==> config.mk <==
export PLATFORM = sky130hd
export DESIGN_NAME = rsgt_read_skew_gate_timing
export DESIGN_NICKNAME = d
export VERILOG_FILES = /design/src/rsgt_pkg.sv /design/src/rsgt_read_skew_gate_timing.sv
export SDC_FILE = /design/constraint.sdc
export NUM_CORES = 1
export LEC_CHECK = 0
export BUFFER_PORTS_ARGS = -buffer_cell sky130_fd_sc_hd__buf_2
export CORE_ASPECT_RATIO = 1.1
export CORE_MARGIN = 5
export CORE_UTILIZATION = 60
export DETAILED_ROUTE_END_ITERATION = 7
export GPL_ROUTABILITY_DRIVEN = 0
export GPL_TIMING_DRIVEN = 0
export HOLD_SLACK_MARGIN = 0.03
export PLACE_DENSITY = 0.88
export SYNTH_ARGS = -nofsm -noshare
export SYNTH_HDL_FRONTEND = slang
export SYNTH_SLANG_ARGS = --single-unit
==> constraint.sdc <==
create_clock -name clock -period 5.9 [get_ports clock]
set_clock_uncertainty 0.2 [all_clocks]
set_input_delay 0.59 -clock clock [delete_from_list [all_inputs] [get_ports clock]]
set_output_delay 0.59 -clock clock [all_outputs]
set_load 0.02 [all_outputs]
==> src/rsgt_pkg.sv <==
// constants, register map and timing for the read skew gate timing block
package rsgt_pkg;

  // ****************************************
  // clock and divider
  // ****************************************
  localparam int CLK_HZ = 50_000_000;
  localparam int SUBCELL_HZ = 320_000;
  localparam int CHAR_HZ = 10_000;
  localparam int STEPS_PER_CELL = SUBCELL_HZ / CHAR_HZ;
  // fractional divider: add ACC_STEP each clock, wrap at ACC_MOD (only the 12.5 ips ratio exists)
  localparam int ACC_GCD = 80_000;
  localparam logic [10:0] ACC_STEP = 11'(SUBCELL_HZ / ACC_GCD);
  localparam logic [10:0] ACC_MOD = 11'(CLK_HZ / ACC_GCD);

  // ****************************************
  // gate counter presets and end count, gap counter top count
  // ****************************************
  localparam logic [4:0] GATE_END = 5'h10;
  localparam logic [4:0] PRESET_READ = 5'h00;
  localparam logic [4:0] PRESET_WRITE = 5'h04;
  localparam logic [4:0] PRESET_CHECK = 5'h0b;
  localparam logic [5:0] GAP_TOP = 6'h20;

  // ****************************************
  // one-shot lengths
  // ****************************************
  localparam int STROBE_NS = 2000;
  localparam int STROBE_CYC = (STROBE_NS * (CLK_HZ / 1_000_000)) / 1000;
  localparam int AMP_RESET_NS = 2000;
  localparam int AMP_RESET_CYC = (AMP_RESET_NS * (CLK_HZ / 1_000_000)) / 1000;
  localparam int SKEW_PULSE_US = 1000;
  localparam int SKEW_PULSE_CYC = SKEW_PULSE_US * (CLK_HZ / 1_000_000);

  // ****************************************
  // register map
  // ****************************************
  localparam logic [3:0] ADDR_CTRL = 4'h0;
  localparam logic [3:0] ADDR_STATUS = 4'h4;
  localparam int CTRL_WRITE_ARMED = 0;
  localparam int CTRL_MARGINAL = 1;
  localparam int CTRL_SECOND_XFER = 2;
  localparam int ST_GATE_FLOP = 0;
  localparam int ST_GAP_LATCH = 1;
  localparam int ST_BUSY = 2;
  localparam int ST_SKEW_SEEN = 3;
  localparam int ST_GATE_CNT_LSB = 8;
  localparam int ST_GAP_CNT_LSB = 16;
  localparam logic [2:0] CTRL_RESET = 3'h0;
  localparam logic [1:0] RESP_OKAY = 2'h0;
  localparam logic [1:0] RESP_SLVERR = 2'h2;

endpackage : rsgt_pkg

==> src/rsgt_read_skew_gate_timing.sv <==
// read skew gate timing: divider, skew gate, strobe sequencer, gap detector, AXI4-Lite registers
//
// Implementation choices: the AXI4-Lite register port and the placing of the registers.
`timescale 1ns/100ps
module rsgt_read_skew_gate_timing import rsgt_pkg::*; #(
  parameter int SKEW_PULSE_CYCLES = SKEW_PULSE_CYC
) (
  input wire logic clock,
  input wire logic rst_n,
  input wire logic combinedChannelPulse,
  output logic testPanelPulse,
  output logic dataTransferPulse,
  output logic readSampleStrobe,
  output logic skewFaultPulse,
  output logic ampResetPulse,
  output logic charRatePulse,
  input wire logic [3:0] s_axi_awaddr,
  input wire logic s_axi_awvalid,
  output logic s_axi_awready,
  input wire logic [31:0] s_axi_wdata,
  input wire logic [3:0] s_axi_wstrb,
  input wire logic s_axi_wvalid,
  output logic s_axi_wready,
  output logic [1:0] s_axi_bresp,
  output logic s_axi_bvalid,
  input wire logic s_axi_bready,
  input wire logic [3:0] s_axi_araddr,
  input wire logic s_axi_arvalid,
  output logic s_axi_arready,
  output logic [31:0] s_axi_rdata,
  output logic [1:0] s_axi_rresp,
  output logic s_axi_rvalid,
  input wire logic s_axi_rready
);

  // ****************************************
  // how the block works
  // ****************************************
  // timing base:
  // - a fractional accumulator adds a small step
  //   every clock and wraps at a fixed modulus
  // - each wrap is one sub-cell tick, so ticks
  //   average the sub-cell rate exactly
  // - single ticks jitter by one clock, which is
  //   far below one sub-cell step
  // - a five-bit step counter splits the bit cell
  //   into its steps; its wrap is the cell rate
  // - only one divider ratio exists, so no speed
  //   selection logic is built
  //
  // input path:
  // - the nine channel pulses arrive already
  //   wire-ored on one pin, with no phase relation
  //   to our clock
  // - two flops resynchronise the pin before any
  //   logic looks at it
  // - a third flop keeps the last synced level so
  //   that only a rising edge counts as a pulse
  // - the synced level is also copied out for the
  //   service panel, three clocks behind the pin
  // - pulses must stay low for one clock between
  //   edges or the edge detector can merge them
  //
  // skew gate:
  // - the gate flop is set while idle between
  //   characters
  // - the first edge of a character clears it and
  //   loads the gate counter with a mode preset
  // - the counter then steps once per tick until
  //   it reaches its end count
  // - at the end count the gate flop sets again
  //   and the counter stops and returns to zero
  // - the preset picks the gate length: zero gives
  //   the full half cell, larger presets shorten it
  // - check mode outranks write mode when both
  //   control bits are set
  // - further edges while the gate is open are part
  //   of the same character and are ignored
  //
  // post-gate sequencer:
  // - closing the gate loads a one into the first
  //   stage of a four-stage shifter
  // - the shifter moves one stage per tick and
  //   falls empty after the fourth stage
  // - stage one drives the transfer pulse to the
  //   amplifiers for one tick
  // - entering stage two starts the read strobe
  //   one-shot, a fixed number of clocks long
  // - stage three is delay only
  // - stage four repeats the transfer pulse only
  //   when the second-transfer strap bit is set
  // - once empty the sequencer waits for the next
  //   character edge
  //
  // skew check:
  // - at strobe time the gate flop is looked at
  // - if it is clear, a late pulse reopened the
  //   gate after it had closed, so the character
  //   was skewed beyond the gate
  // - that starts a long skew one-shot and sets a
  //   sticky status bit
  // - software clears the sticky bit by writing a
  //   one; a new fault in the same clock wins
  // - the reopened gate runs its full length and
  //   the sequencer restarts when it closes
  //
  // blank detection:
  // - while the gate flop is set, the gap counter
  //   steps once per tick
  // - every character edge clears it
  // - when it reaches its top count the gap latch
  //   sets and the amplifier reset one-shot fires
  // - while the latch is set the counter is held
  //   at zero, so only one reset pulse is given
  //   per gap
  // - the next character edge frees the latch and
  //   detection can repeat in the next gap
  //
  // register bus:
  // - control word: write armed, check mode and
  //   second-transfer strap, all clear after reset
  // - status word: gate flop, gap latch, sequencer
  //   busy, sticky skew flag and both counters
  // - only byte lane zero of a write matters since
  //   every writable field sits in the low byte
  // - unmapped offsets answer with a slave error,
  //   read as zero and ignore writes
  // - one write and one read may be under way at a
  //   time; each answer comes one clock after the
  //   request is complete
  //
  // limitations:
  // - there is no hold-off after tape start; the
  //   read path above this block must mask strobes
  // - a pulse that straddles the gate end by less
  //   than the sync delay may be seen as a late
  //   pulse and flagged as skew
  // - the skew one-shot length is a parameter so
  //   that simulation can use a short pulse

  localparam int SKEW_W = $clog2(SKEW_PULSE_CYCLES + 1);
  localparam logic [6:0] STROBE_LEN = 7'(STROBE_CYC);
  localparam logic [6:0] RESET_LEN = 7'(AMP_RESET_CYC);
  localparam logic [SKEW_W-1:0] SKEW_LEN = SKEW_W'(SKEW_PULSE_CYCLES);

  // ****************************************
  // state
  // ****************************************
  typedef struct packed {
    logic [10:0] acc;
    logic [4:0] cellStep;
    logic sync1;
    logic sync2;
    logic syncPrev;
    logic testPanel;
    logic gateFlop;
    logic [4:0] gateCounter;
    logic [3:0] postGateShifter;
    logic dataXfer;
    logic strobe;
    logic [6:0] strobeCnt;
    logic skewPulse;
    logic [SKEW_W-1:0] skewCnt;
    logic skewSeen;
    logic [5:0] gapCounter;
    logic gapLatch;
    logic ampReset;
    logic [6:0] resetCnt;
    logic charPulse;
    logic [2:0] ctrl;
    logic awHeld;
    logic [3:0] awAddr;
    logic wHeld;
    logic [31:0] wData;
    logic [3:0] wStrb;
    logic awReady;
    logic wReady;
    logic bValid;
    logic [1:0] bResp;
    logic arReady;
    logic rValid;
    logic [31:0] rData;
    logic [1:0] rResp;
  } rsgt_state_t;

  rsgt_state_t st_r;
  rsgt_state_t st_nxt;

  // register decode, used by both the read and the write path
  function automatic logic addrMapped(input logic [3:0] a);
    addrMapped = (a == ADDR_CTRL) || (a == ADDR_STATUS);
  endfunction : addrMapped

  function automatic logic [31:0] regRead(input rsgt_state_t s, input logic [3:0] a);
    logic [31:0] v;
    v = 32'h0;
    if (a == ADDR_CTRL) begin
      v[2:0] = s.ctrl;
    end else if (a == ADDR_STATUS) begin
      v[ST_GATE_FLOP] = s.gateFlop;
      v[ST_GAP_LATCH] = s.gapLatch;
      v[ST_BUSY] = |s.postGateShifter;
      v[ST_SKEW_SEEN] = s.skewSeen;
      v[ST_GATE_CNT_LSB +: 5] = s.gateCounter;
      v[ST_GAP_CNT_LSB +: 6] = s.gapCounter;
    end
    regRead = v;
  endfunction : regRead

  // ****************************************
  // next-state logic
  // ****************************************
  logic [10:0] accSum;
  logic tick;
  logic dataEdge;
  logic writeDo;
  logic skewClr;
  logic skewEvent;

  // all behaviour in one pass; the clocked process only registers the copy
  always_comb begin
    st_nxt = st_r;
    skewClr = 1'b0;
    skewEvent = 1'b0;

    // fractional divider averages exactly 320 kHz; each tick jitters by one clock
    accSum = st_r.acc + ACC_STEP;
    tick = accSum >= ACC_MOD;
    st_nxt.acc = tick ? accSum - ACC_MOD : accSum;
    st_nxt.charPulse = 1'b0;
    if (tick) begin
      st_nxt.cellStep = st_r.cellStep + 5'h01;
      // crystal character rate feeds the writer only in check mode
      st_nxt.charPulse = st_r.ctrl[CTRL_MARGINAL] && (st_r.cellStep == 5'(STEPS_PER_CELL - 1));
    end

    // wire-ored channel pulses, two flops before use, edge from the second
    st_nxt.sync1 = combinedChannelPulse;
    st_nxt.sync2 = st_r.sync1;
    st_nxt.syncPrev = st_r.sync2;
    st_nxt.testPanel = st_r.sync2;
    dataEdge = st_r.sync2 && !st_r.syncPrev;

    // shifter advances one stage per tick and drops out after the fourth
    if (tick && (st_r.postGateShifter != 4'h0)) begin
      st_nxt.postGateShifter = {st_r.postGateShifter[2:0], 1'b0};
    end

    // skew gate: first pulse opens it, a late pulse reopens it
    if (dataEdge && st_r.gateFlop) begin
      st_nxt.gateFlop = 1'b0;
      if (st_r.ctrl[CTRL_MARGINAL]) begin
        st_nxt.gateCounter = PRESET_CHECK;
      end else if (st_r.ctrl[CTRL_WRITE_ARMED]) begin
        st_nxt.gateCounter = PRESET_WRITE;
      end else begin
        st_nxt.gateCounter = PRESET_READ;
      end
    end else if (!st_r.gateFlop && tick) begin
      if (st_r.gateCounter == GATE_END - 5'h01) begin
        st_nxt.gateFlop = 1'b1;
        st_nxt.gateCounter = 5'h00;
        st_nxt.postGateShifter = 4'h1;
      end else begin
        st_nxt.gateCounter = st_r.gateCounter + 5'h01;
      end
    end

    // transfer pulse in the first stage, optionally again in the fourth
    st_nxt.dataXfer = st_nxt.postGateShifter[0]
      || (st_nxt.postGateShifter[3] && st_r.ctrl[CTRL_SECOND_XFER]);

    // second stage fires the strobe and inspects the gate flop
    if (tick && st_r.postGateShifter[0] && st_nxt.postGateShifter[1]) begin
      st_nxt.strobe = 1'b1;
      st_nxt.strobeCnt = STROBE_LEN;
      skewEvent = !st_nxt.gateFlop;
    end else if (st_r.strobeCnt != 7'h00) begin
      st_nxt.strobeCnt = st_r.strobeCnt - 7'h01;
      st_nxt.strobe = st_r.strobeCnt != 7'h01;
    end
    if (skewEvent) begin
      st_nxt.skewPulse = 1'b1;
      st_nxt.skewCnt = SKEW_LEN;
    end else if (st_r.skewCnt != '0) begin
      st_nxt.skewCnt = st_r.skewCnt - SKEW_W'(1);
      st_nxt.skewPulse = st_r.skewCnt != SKEW_W'(1);
    end

    // blank detection: counts between characters, any pulse restarts it
    st_nxt.ampReset = st_r.resetCnt > 7'h01;
    if (st_r.resetCnt != 7'h00) begin
      st_nxt.resetCnt = st_r.resetCnt - 7'h01;
    end
    if (dataEdge) begin
      st_nxt.gapCounter = 6'h00;
      st_nxt.gapLatch = 1'b0;
    end else if (tick) begin
      if (st_r.gapLatch) begin
        st_nxt.gapCounter = 6'h00;
      end else if (st_r.gateFlop) begin
        st_nxt.gapCounter = st_r.gapCounter + 6'h01;
        if (st_r.gapCounter == GAP_TOP - 6'h01) begin
          st_nxt.gapLatch = 1'b1;
          st_nxt.ampReset = 1'b1;
          st_nxt.resetCnt = RESET_LEN;
        end
      end
    end

    // AXI4-Lite write: address and data accepted in either order
    if (s_axi_awvalid && st_r.awReady) begin
      st_nxt.awHeld = 1'b1;
      st_nxt.awAddr = s_axi_awaddr;
    end
    if (s_axi_wvalid && st_r.wReady) begin
      st_nxt.wHeld = 1'b1;
      st_nxt.wData = s_axi_wdata;
      st_nxt.wStrb = s_axi_wstrb;
    end
    writeDo = st_nxt.awHeld && st_nxt.wHeld && !st_r.bValid;
    if (writeDo) begin
      st_nxt.awHeld = 1'b0;
      st_nxt.wHeld = 1'b0;
      st_nxt.bValid = 1'b1;
      st_nxt.bResp = addrMapped(st_nxt.awAddr) ? RESP_OKAY : RESP_SLVERR;
      if (st_nxt.wStrb[0] && (st_nxt.awAddr == ADDR_CTRL)) begin
        st_nxt.ctrl = st_nxt.wData[2:0];
      end
      if (st_nxt.wStrb[0] && (st_nxt.awAddr == ADDR_STATUS)) begin
        skewClr = st_nxt.wData[ST_SKEW_SEEN];
      end
    end else if (st_r.bValid && s_axi_bready) begin
      st_nxt.bValid = 1'b0;
    end
    st_nxt.awReady = !st_nxt.awHeld && !st_nxt.bValid;
    st_nxt.wReady = !st_nxt.wHeld && !st_nxt.bValid;

    // sticky skew flag; a new fault in the clearing cycle wins
    st_nxt.skewSeen = (st_r.skewSeen && !skewClr) || skewEvent;

    // AXI4-Lite read: one outstanding, data registered with the answer
    if (s_axi_arvalid && st_r.arReady) begin
      st_nxt.rValid = 1'b1;
      st_nxt.rData = regRead(st_r, s_axi_araddr);
      st_nxt.rResp = addrMapped(s_axi_araddr) ? RESP_OKAY : RESP_SLVERR;
    end else if (st_r.rValid && s_axi_rready) begin
      st_nxt.rValid = 1'b0;
    end
    st_nxt.arReady = !st_nxt.rValid;

    // synchronous reset: gate set, counters clear, no pulses
    if (!rst_n) begin
      st_nxt = '0;
      st_nxt.gateFlop = 1'b1;
      st_nxt.ctrl = CTRL_RESET;
    end
  end

  // ****************************************
  // state register
  // ****************************************
  // single register for the whole state copy
  always_ff @(posedge clock) begin
    st_r <= st_nxt;
  end

  // outputs straight from the state flops
  assign testPanelPulse = st_r.testPanel;
  assign dataTransferPulse = st_r.dataXfer;
  assign readSampleStrobe = st_r.strobe;
  assign skewFaultPulse = st_r.skewPulse;
  assign ampResetPulse = st_r.ampReset;
  assign charRatePulse = st_r.charPulse;
  assign s_axi_awready = st_r.awReady;
  assign s_axi_wready = st_r.wReady;
  assign s_axi_bresp = st_r.bResp;
  assign s_axi_bvalid = st_r.bValid;
  assign s_axi_arready = st_r.arReady;
  assign s_axi_rdata = st_r.rData;
  assign s_axi_rresp = st_r.rResp;
  assign s_axi_rvalid = st_r.rValid;

endmodule : rsgt_read_skew_gate_timing

Yosys cells after proc, flatten, opt, wreduce, memory -nomap -nowiden --
Cells that the tools add are included.
Storage, ports and cells: input port bits 52, flip-flop bits (word level) 141, word-level logic and storage cells 146
Operators by class: bitwise operators 1, add/subtract/negate cells 8, multiplexer cells 41, magnitude comparators 2, reduce and logical (&&, ||, !) cells 50, equal/unequal tests 7
Operators by type and width (number):
- 37-bit 2-to-1 mux | 1
- 17-bit 2-to-1 mux | 2
- 8-bit 2-to-1 mux | 4
- 6-bit 2-to-1 mux | 4
- 1-bit logical AND | 20
- 4-bit 2-to-1 mux | 5
- 5-bit 2-to-1 mux | 4
- 9-bit 2-to-1 mux | 2
- 16-bit by 1-bit inequality test with 1-bit output, second input constant | 1
- 16-bit nonzero test | 1
- 16-bit by 1-bit subtractor with 16-bit output, second input constant | 1
- 15-bit 2-to-1 mux | 1
- 7-bit nonzero test | 2
- 7-bit by 1-bit subtractor with 7-bit output, second input constant | 2
- 11-bit by 3-bit adder with 11-bit output, second input constant | 1
- 11-bit by 10-bit >= comparator with 1-bit output, second input constant | 1
- 1-bit 2-to-1 mux | 11
- 11-bit 2-to-1 mux | 1
- 11-bit by 10-bit subtractor with 11-bit output, second input constant | 1
- 5-bit by 1-bit adder with 5-bit output, second input constant | 2
- 10-bit 2-to-1 mux | 1
- 1-bit zero test | 9
- 4-bit by 3-bit equality test with 1-bit output, second input constant | 2
- 4-bit zero test | 2
- 16 further kinds | 28

Longest topological paths before layout --
Gate-level depths: netlist (run 1).
depth after elaboration 10, mapped depth 10, depth with buffers taken out 7

Worst setup path before layout (run 1) --
No wires, ideal clock.
kind flip-flop to flip-flop, start register st_r[150] in the netlist's numbering, end register st_r[97] in the netlist's numbering, buffers on the path 2, path slack 3.352 ns, arrival 2.226 ns, stages on the path, launching flop included 10, data required time 5.578 ns, cells stage by stage dfxtp_1 ha_1 or4b_4 o21ai_1 nand4_1 o21ai_2 buf_6 buf_6 nor2_1 a311o_1
On the way: longest elaborated chain between the ends 3
Ends and longest elaborated chain:
- start, declared | line rsgt_read_skew_gate_timing.sv:186 | rsgt_state_t st_r;
- start signal, assigned | line rsgt_read_skew_gate_timing.sv:365 | st_r <= st_nxt;
- 11-bit by 3-bit adder with 11-bit output | line rsgt_read_skew_gate_timing.sv:227 | accSum = st_r.acc + ACC_STEP;
- 11-bit by 10-bit >= comparator with 1-bit output | line rsgt_read_skew_gate_timing.sv:228 | tick = accSum >= ACC_MOD;
- 2-bit AND reduction (no source line)
No other way between the ends. A chain may end at the register's enable or synchronous reset.

Worst setup path after layout (run 1) --
start register st_r[150] in the netlist's numbering, end register st_r (netlist bit dataTransferPulse)
On the way: longest elaborated chain between the ends 9, elaborated cells on any way between the ends 10, classes of those cells add/sub: 1; order compare: 1; mux: 4; reduce/logical: 4
Ends and longest elaborated chain:
- 11-bit by 3-bit adder with 11-bit output * | line rsgt_read_skew_gate_timing.sv:227
- 11-bit by 10-bit >= comparator with 1-bit output * | line rsgt_read_skew_gate_timing.sv:228
- 1-bit logical AND | line rsgt_read_skew_gate_timing.sv:245 | if (tick && (st_r.postGateShifter != 4'h0)) begin
- 4-bit 2-to-1 mux | line rsgt_read_skew_gate_timing.sv:245
- 4-bit 2-to-1 mux | line rsgt_read_skew_gate_timing.sv:260 | if (st_r.gateCounter == GATE_END - 5'h01) begin
- 10-bit 2-to-1 mux | line rsgt_read_skew_gate_timing.sv:259 | end else if (!st_r.gateFlop && tick) begin
- 4-bit 2-to-1 mux * | line rsgt_read_skew_gate_timing.sv:250 | if (dataEdge && st_r.gateFlop) begin
- 1-bit logical AND | line rsgt_read_skew_gate_timing.sv:271 | || (st_nxt.postGateShifter[3] && st_r.ctrl[CTRL_SECOND_XFER]);
- 1-bit logical OR * | line rsgt_read_skew_gate_timing.sv:271
Every way passes the cells marked *; elsewhere a longest branch is shown, timed or not. The select of a mux whose other input is x is not followed.

==> results of run 1 <==
## critical path, stage by stage (launching register included)
cell and delay (ps):
sky130_fd_sc_hd__dfxtp_1 460, sky130_fd_sc_hd__ha_1 300, sky130_fd_sc_hd__or4b_4 530, sky130_fd_sc_hd__o21ai_1 210, sky130_fd_sc_hd__nand4_1 220, sky130_fd_sc_hd__o21a_1 340, sky130_fd_sc_hd__buf_4 230, sky130_fd_sc_hd__mux2i_1 200
sky130_fd_sc_hd__o221ai_1 170
## cells in the final DEF (no fill, tap or decap), types with 5 or more instances in the layout
cell	netlist	routed
sky130_fd_sc_hd__xnor2_1	18	18
sky130_fd_sc_hd__nor2_1	66	66
sky130_fd_sc_hd__xor2_1	9	9
sky130_fd_sc_hd__nand2b_1	8	8
sky130_fd_sc_hd__conb_1	1	19
sky130_fd_sc_hd__or3_1	11	11
sky130_fd_sc_hd__nand3_1	26	26
sky130_fd_sc_hd__a211oi_1	6	6
sky130_fd_sc_hd__dfxtp_1	108	108
sky130_fd_sc_hd__ha_1	15	15
sky130_fd_sc_hd__and3_1	8	8
sky130_fd_sc_hd__nand2_1	52	52
sky130_fd_sc_hd__nand4b_1	7	7
sky130_fd_sc_hd__nor3_1	27	27
sky130_fd_sc_hd__clkbuf_1	16	16
sky130_fd_sc_hd__nand4_1	9	9
sky130_fd_sc_hd__nor2b_1	5	5
sky130_fd_sc_hd__o21ai_0	10	10
sky130_fd_sc_hd__mux2i_1	15	15
sky130_fd_sc_hd__clkbuf_8	0	11
sky130_fd_sc_hd__buf_2	9	57
sky130_fd_sc_hd__a22oi_1	12	12
sky130_fd_sc_hd__buf_4	38	38
sky130_fd_sc_hd__inv_1	14	14
sky130_fd_sc_hd__and2_1	11	11
sky130_fd_sc_hd__a21oi_1	34	34
sky130_fd_sc_hd__nor4_1	10	10
sky130_fd_sc_hd__o21a_1	7	7
## flip-flops by register name, summed over array words and instances (netlist names)
name	cells
ampResetPulse	1
testPanelPulse	1
st_r	80
s_axi_bvalid	1
s_axi_awready	1
dataTransferPulse	1
charRatePulse	1
skewFaultPulse	1
s_axi_rresp	1
s_axi_rvalid	1
s_axi_bresp	1
readSampleStrobe	1
s_axi_wready	1
s_axi_arready	1
s_axi_rdata	15
## kinds of logic (layout without fill, tap and decap cells)
logic type | after synthesis | count (layout) | synth area share [%]
and+or+nand+nor | 264 | 264 | 25.5
xor gates and xnor gates | 27 | 27 | 4.43
AOI/OAI and AO/OA | 103 | 103 | 13.4
DFF | 108 | 108 | 40.5
adders and majority gates | 15 | 15 | 3.51
muxes | 19 | 19 | 3.65
buffers and inverters | 81 | 145 | 8.99
other | 1 | 19 | 0.0702
## per-layer routing
| metal | vias to the layer above | global-route usage, % |
|---|---|---|
| met4 | 0 | 10.1 |
| met5 | - | 0 |
| li1 | 2282 | - |
| met1 | 2215 | 28.7 |
| met2 | 157 | 40.4 |
| met3 | 30 | 4.41 |
## power breakdown
part | total (W) | internal, W | switching [W]
Clock | 0.000517 | 0.000264 | 0.000253
Combinational | 0.000747 | 0.000343 | 0.000404
Sequential | 0.000930 | 0.000839 | 0.0000906
## through the flow
step / hold WS [ps] / utilization (%)
floorplan: 202 / -
global placement: 213 / 66.0
detailed placement: 211 / 66.0
CTS: 214 / 68.6
global route: 218 / 68.6
finish: 226 / 68.6
## area by class of cell
cell class	instances	share of cell area, %
Tap cell	114	2.37
Buffer	67	7.10
Clock buffer	11	2.51
Timing Repair Buffer	48	3.99
Multi-Input combinational cell	447	45.9
Inverter	14	0.872
Sequential cell	108	35.9
Clock inverter	5	1.37
## path summary, 6_finish.rpt
path,to,slack [ps],cells past startpoint
hold reg to reg,s_axi_awready$_SDFF_PN0_,230,1
setup reg to reg,dataTransferPulse$_SDFF_PN0_,2890,8
hold / removal,s_axi_awready$_SDFF_PN0_,230,1
setup / recovery,dataTransferPulse$_SDFF_PN0_,2890,8
==> results.md, run 1 <==
- Remaining routing DRC violations: 0
- Maximum fanout along the worst path: 10
- Slew headroom: 56.5%
- Critical Path RT: 5930 ps
- Area of all placed cells without fillers: 6030 um^2
- Worst-Margin Slew: 653 ps
- Antenna Cells: 0
- Worst-case setup slack after placement: 2970 ps
- Startpoint of the worst-slack reg-to-reg timing path: st_r[150]$_SDFF_PN0_
- Path type of the worst min-delay path: flip-flop to flip-flop
- FF+latch area: 2160 um^2
- Multi-input gate area in the final layout: between 2000 and 3000 um^2
- Number of max-cap violations: 0
- Layout cell share with drive strength beyond 1: between 10% and 20%
- Non-filler cells, final: 814
- HPWL after DPL: just over 9000 um
- Initial DRC Count: between 300 and 400
- Hold violation total from the final report: 0
- Clock tree from TritonCTS: yes
- Cell Area, Synth: 5340 um^2
- Maximum number of buffers from clock root to sink: 2
- Clock Sinks: approximately 110
- Layout overhead on the synthesized area: 12.8%
- Min cycle time layout: 3010 ps
- Reported leakage power: 2.49 nW
- Critical path origin: st_r[150]$_SDFF_PN0_
- Clock latency on the worst-skew pair: about 380 ps
- Setup violators final: 0
- EDFF count, synth: 0
- Number of instances in the placed design: 798
- Min-Delay Startpoint: st_r[82]$_SDFF_PN0_
- Total congestion overflow after global routing: 0
- Setup repair after global routing missed its margin: false
- Initial Utilization: 60.8%
- Number of iterations in the first detailed-routing pass: 5
- Clock slew at the register clock pins of the worst setup and hold paths: 100 ps
- Filler instances: 684
- Total Neg Setup Slack: 0 ps
- Pin count of the biggest net entering global routing: 18
- Per-instance average area after synthesis: 8.65 um^2
- Maximum level of the CTS H-tree: 3
- Count of port buffers added during placement: 48
- Sequential area share after synthesis: roughly two fifths
- Inserted Clock Buffers: 9
- Met3 WL post-DR: 805 um
- Outcome: complete, no violations
- Number of slew-limit violations in the final report: 0
- Buffers inserted during post-CTS setup optimization: 0
- First-pass GRT wire length: 20600 um
- Clock root buffer: sky130_fd_sc_hd__clkbuf_8
- Startpoint types: flip-flop
- Count of cells resized by post-cts repair: 0
- Residual antenna-violating net count after detailed routing: 0
- Total of flip-flops plus latches after synthesis: 108
- Most instantiated library cell after synthesis: sky130_fd_sc_hd__dfxtp_1
- Syn Inst Count: 618
- Worst endpoint data arrival time: a little over 3000 ps
- Cell types occupying the most area after synthesis: sky130_fd_sc_hd__dfxtp_1, sky130_fd_sc_hd__buf_4, sky130_fd_sc_hd__nor2_1, sky130_fd_sc_hd__nand2_1, sky130_fd_sc_hd__ha_1
- Num rows: 36
- Top layer used by detailed routing: met4
- Synth cell types: 67
- Routed met1 length: 5180 um
- Hold buffer count at CTS: 0
- Power consumption: between 0.002 and 0.0025 W
- Via density per instance: between 5 and 6
- Post-route setup slack: roughly 2900 ps
- Most frequent cells after synthesis: sky130_fd_sc_hd__dfxtp_1, sky130_fd_sc_hd__nor2_1, sky130_fd_sc_hd__nand2_1
- PwrDens: 364 nW/um^2
- Worst supply voltage drop on vdd: 0.227 mV
- Number of antenna violations at the first check in global routing: 0
- Post-synth ARST share: 0%
- Overall routed net length: between 10000 and 15000 um
- Area of the die: between 10000 and 15000 um^2
- Combined global-route utilization of all metal layers: approximately a quarter
- Top-area cell type share of the netlist area: 40.5%
- Routed wl met2: 6010 um
- IO Pins: 99
- F_max: between 0.3 and 0.4 GHz
- Crit path kind: flip-flop to flip-flop
- Critical Path Sink Type: flip-flop
- Area of placed instances: 5790 um^2
- Post-route clock period utilization: 51.0%
- Post-synthesis cell type with the largest combined area: sky130_fd_sc_hd__dfxtp_1
- Yosys Warn Count: 0
- Vias: between 4000 and 5000
- Number of global-route vias before repair: ~4400
- Net count, final: 762
- Vertical extent of the die: 109 um
- Average wire per cell in the routed design: between 15 and 20 um
- Dominant synthesized flop cell: sky130_fd_sc_hd__dfxtp_1
- Die width: between 90 and 100 um
- Core region area: a little under 9000 um^2
No activity file was read; power rests on OpenSTA's default activity.
==> run 2: changes to the inputs <==
CORE_UTILIZATION = 56   (was 60)
PLACE_DENSITY = 0.83   (was 0.88)
clock period = 2.9 ns   (was 5.9 ns; I/O delays follow)
==> results.md, run 2 (synthesis gave the netlist of run 1 again) <==
- Vias: 4670
- Clock Sinks: ~110
- Worst-case setup slack after placement: -14.0 ps
- IO Pins: 99
- Combined global-route utilization of all metal layers: approximately 22%
- Residual antenna-violating net count after detailed routing: 0
- Num rows: 37
- Clock tree from TritonCTS: yes
- Worst endpoint data arrival time: approximately 2900 ps
- Via density per instance: 5.63
- PwrDens: ~710 nW/um^2
- Initial Utilization: 57.1%
- Net count, final: between 700 and 800
- Number of flip-flops under the largest register name: 80
- Die width: 103 um
- Crit path kind: flip-flop to flip-flop
- Average wire per cell in the routed design: 15.1 um
- Setup violators final: 0
- Number of slew-limit violations in the final report: 0
- Overall routed net length: 12500 um
- Number of iterations in the first detailed-routing pass: 5
- Slew headroom: a little over half
- Critical Path RT: 2920 ps
- Number of antenna violations at the first check in global routing: 0
- Area of the die: 11600 um^2
- Initial DRC Count: about 420
- Area of all placed cells without fillers: ~6000 um^2
- Min cycle time layout: 2860 ps
- Number of max-cap violations: 0
- HPWL after DPL: ~9000 um
- Most frequent standard cell in the layout excluding fill and tap cells: sky130_fd_sc_hd__dfxtp_1
- Maximum number of buffers from clock root to sink: 2
- F_max: 0.350 GHz
- Core region area: roughly 9400 um^2
- Maximum fanout along the worst path: 10
- Layout cell share with drive strength beyond 1: 19.5%
- Critical Path Sink Type: flip-flop
- Count of port buffers added during placement: between 40 and 50
- Pin count of the biggest net entering global routing: 17
- Register bank with the most flops: st_r
- Maximum level of the CTS H-tree: 3
- Layout overhead on the synthesized area: 15.3%
- Clock latency on the worst-skew pair: 380 ps
- Hold violation total from the final report: 0
- Final worst hold slack: approximately 45 ps
- Inserted Clock Buffers: 9
- Area of placed instances: 5800 um^2
- Antenna Cells: 0
- Outcome: complete, no violations
- Path type of the worst min-delay path: input pin to flip-flop
- Total congestion overflow after global routing: 0
- Worst supply voltage drop on vdd: around 0.41 mV
- Vertical extent of the die: roughly 110 um
- Remaining routing DRC violations: 0
- Final core utilization: around two thirds
- Post-route setup slack: 39.8 ps
- Setup slack, reg-to-reg: 40 ps
- Setup repair after global routing missed its margin: true
- Clock root buffer: sky130_fd_sc_hd__clkbuf_8
- Post-route clock period utilization: 98.6%
- Reported leakage power: 2.52 nW
- Number of global-route vias before repair: 4421
- Startpoint types: flip-flop
- Top library cells by usage in the layout, fill and taps aside: sky130_fd_sc_hd__dfxtp_1, sky130_fd_sc_hd__nor2_1, sky130_fd_sc_hd__buf_2
- Clock slew at the register clock pins of the worst setup and hold paths: 100 ps
- First-pass GRT wire length: 20400 um
- Worst-Margin Slew: 684 ps
-- run 2: worst paths after layout --
path                        startpoint                            to  depth (start not counted)
hold reg to reg    st_r[82]$_SDFF_PN0_      s_axi_awready$_SDFF_PN0_                          1
setup reg to reg  st_r[151]$_SDFF_PN0_  dataTransferPulse$_SDFF_PN0_                          8
setup / recovery  st_r[151]$_SDFF_PN0_  dataTransferPulse$_SDFF_PN0_                          8
hold / removal           s_axi_awvalid           st_r[78]$_SDFF_PN0_                          4
-- run 2: worst max-delay path, stage by stage (launching register included) --
cell                       delay [ps]
sky130_fd_sc_hd__dfxtp_1          410
sky130_fd_sc_hd__ha_4             230
sky130_fd_sc_hd__or4b_4           580
sky130_fd_sc_hd__o21ai_4          180
sky130_fd_sc_hd__nand4_1          200
sky130_fd_sc_hd__o21a_4           300
sky130_fd_sc_hd__buf_4            190
sky130_fd_sc_hd__mux2i_1          210
sky130_fd_sc_hd__o221ai_1         200
-- run 2: repair_timing --
| action | in CTS | in global routing |
|---|---|---|
| hold endpoints to repair | 8 | 0 |
| pin swaps | 0 | 5 |
| setup buffers | 0 | 3 |
| endpoints found under the setup margin | 1 | 39 |
| gates cloned | 0 | 1 |
| hold buffers | 9 | 0 |
| gates resized for setup | 1 | 9 |
-- run 2: per-stage QoR --
step	TNS (ps)	power, W	instances
CTS	0	0.00437	826
floorplan	0	0.00312	636
global placement	-5.73	0.00333	801
finish	0	0.00437	830
global route	-61.4	0.00467	830
detailed placement	-14.0	0.00341	801
-- run 2: final cells by class --
cell class / instances / area (um^2)
Fill cell: 752 / 3190
Inverter: 14 / 52.6
Tap cell: 117 / 146
Multi-Input combinational cell: 447 / 2810
Clock buffer: 13 / 159
Buffer: 67 / 430
Timing Repair Buffer: 61 / 358
Clock inverter: 3 / 45.0
Sequential cell: 108 / 2170
-- run 2: power by group --
group	switching, W	internal [W]
clock network	0.000511	0.000448
logic	0.000808	0.000705
registers	0.000187	0.00171
-- run 2: per-layer routing --
metal	global-route usage, %	wire (um)	vias to the layer above
li1	-	-	2300
met1	27.7	5480	2196
met2	36.0	6110	152
met3	3.92	664	22
met4	8.12	257	0
met5	0	0	-
==> run 3: changes to the inputs <==
CORE_MARGIN = default   (was 5)
CORE_UTILIZATION = 60   (was 56)
GPL_ROUTABILITY_DRIVEN = default   (was 0)
PLACE_DENSITY = 0.88   (was 0.83)
clock period = 3.5 ns   (was 2.9 ns; I/O delays follow)
==> results.md, run 3 (synthesis gave the netlist of run 1 again) <==
- Outcome: complete, no violations
- Post-route setup slack: 500 ps
- Inserted Clock Buffers: 9
- Setup slack, reg-to-reg: 500 ps
- Clock tree from TritonCTS: yes
- Initial Utilization: a little over three fifths
- Count of port buffers added during placement: 48
- Worst supply voltage drop on vdd: 0.383 mV
- Remaining routing DRC violations: 0
- Crit path kind: flip-flop to flip-flop
- Antenna Cells: 0
- Total Neg Setup Slack: 0 ps
- Maximum number of buffers from clock root to sink: 2
- Number of iterations in the first detailed-routing pass: 6
- Hold violation total from the final report: 0
- Startpoint types: flip-flop
- Number of flip-flops under the largest register name: 80
- Clock slew at the register clock pins of the worst setup and hold paths: roughly 100 ps
- Clock latency on the worst-skew pair: 370 ps
- HPWL after DPL: 8800 um
- Setup violators final: 0
- Clock root buffer: sky130_fd_sc_hd__clkbuf_8
- Most frequent standard cell in the layout excluding fill and tap cells: sky130_fd_sc_hd__dfxtp_1
- Final core utilization: 70.9%
- Initial DRC Count: between 200 and 300
- Worst endpoint data arrival time: between 3000 and 4000 ps
- First-pass GRT wire length: 20300 um
- Via density per instance: 5.77
- Worst-case setup slack after placement: between 500 and 600 ps
- Final worst hold slack: 89.5 ps
- PwrDens: 593 nW/um^2
- Min cycle time layout: 3000 ps
- Count of cells resized by post-cts repair: 0
- Die width: around 92 um
- Path type of the worst min-delay path: input pin to flip-flop
- Setup repair after global routing missed its margin: false
- Layout cell share with drive strength beyond 1: about a fifth
- Critical Path Sink Type: flip-flop
- Residual antenna-violating net count after detailed routing: 0
- Num rows: 35
- Number of global-route vias before repair: 4523
- Layout overhead on the synthesized area: 12.7%
- Slew headroom: 54.9%
- Filler instances: approximately 660
- Pin count of the biggest net entering global routing: 20
- Area of all placed cells without fillers: 6020 um^2
- Top library cells by usage in the layout, fill and taps aside: sky130_fd_sc_hd__dfxtp_1, sky130_fd_sc_hd__nor2_1, sky130_fd_sc_hd__buf_2
- IO Pins: 99
- Final weighted congestion in routability-driven placement: 0.879
- Combined global-route utilization of all metal layers: 27.2%
- Maximum level of the CTS H-tree: 3
- Critical Path RT: 3520 ps
- Overall routed net length: 12100 um
- Total congestion overflow after global routing: 0
- Vias: 4701
- Maximum fanout along the worst path: 10
- Area of placed instances: 5790 um^2
- Vertical extent of the die: 101 um
- Clock Sinks: 108
- Number of antenna violations at the first check in global routing: 0
- Net count, final: approximately 770
- Average wire per cell in the routed design: approximately 15 um
- Core region area: 8500 um^2
- Post-route clock period utilization: 85.7%
- Number of slew-limit violations in the final report: 0
- Reported leakage power: 2.48 nW
- Area of the die: 9290 um^2
- Number of max-cap violations: 0
- Worst-Margin Slew: 677 ps
- F_max: 0.333 GHz
- Register bank with the most flops: st_r
-- run 3: cell count changes in the layout (fill, tap and decap cells not counted), moves of 2 or more --
cell | previous run | this run
sky130_fd_sc_hd__clkbuf_1 | 18 | 16
sky130_fd_sc_hd__inv_6 | 0 | 2
sky130_fd_sc_hd__inv_8 | 0 | 2
sky130_fd_sc_hd__dlygate4sd3_1 | 9 | 4
sky130_fd_sc_hd__buf_4 | 41 | 38
-- run 3: final cells by class --
class / instances / area, um^2 / area share [%]
inverter: 14 / 52.6 / 0.873
multi-input combinational: 447 / 2770 / 46.0
tap: 111 / 139 / 2.31
sequential: 108 / 2160 / 35.9
timing repair buffer: 52 / 280 / 4.65
buffer: 67 / 428 / 7.11
clock inverter: 6 / 55.1 / 0.914
clock buffer: 10 / 138 / 2.29
-- run 3: per-layer routing --
metal  wire [um]  track usage [%]  share of wire [%]
met1        5250             33.8                 43
met2        5920             47.1                 49
met3         741             4.83                6.1
met4         219             10.3                1.8
met5           0                0                  0
-- run 3: final timing paths --
check / end / start / depth (start not counted)
worst max-delay path: dataTransferPulse$_SDFF_PN0_ / st_r[150]$_SDFF_PN0_ / 8
worst min-delay path: s_axi_rvalid$_SDFF_PN0_ / s_axi_rready / 3
worst max register to register: dataTransferPulse$_SDFF_PN0_ / st_r[150]$_SDFF_PN0_ / 8
worst min register to register: s_axi_awready$_SDFF_PN0_ / st_r[82]$_SDFF_PN0_ / 1
-- run 3: through the flow --
stage	instances	total power (W)
after CTS	815	0.00357
final	815	0.00357
after floorplan	636	0.00259
after global routing	815	0.00380
after global placement	795	0.00276
after detailed placement	795	0.00282
-- run 3: what timing repair did --
action | CTS | global route
setup buffers | 0 | 0
hold buffers | 4 | 0
hold endpoints to repair | 4 | 0
-- run 3: worst max-delay path, stage by stage, from the launching register on --
cell and delay [ps]:
sky130_fd_sc_hd__dfxtp_1 460, sky130_fd_sc_hd__ha_1 300, sky130_fd_sc_hd__or4b_4 530, sky130_fd_sc_hd__o21ai_1 180
sky130_fd_sc_hd__nand4_1 190, sky130_fd_sc_hd__o21a_1 330, sky130_fd_sc_hd__buf_4 230, sky130_fd_sc_hd__mux2i_1 230
sky130_fd_sc_hd__o221ai_1 190
-- run 3: where the power goes --
part | total, W | switching [W] | internal [W]
Clock | 0.000748 | 0.000454 | 0.000294
Combinational | 0.00125 | 0.000676 | 0.000579
Sequential | 0.00157 | 0.000151 | 0.00141
Total | 0.00357 | 0.00128 | 0.00229
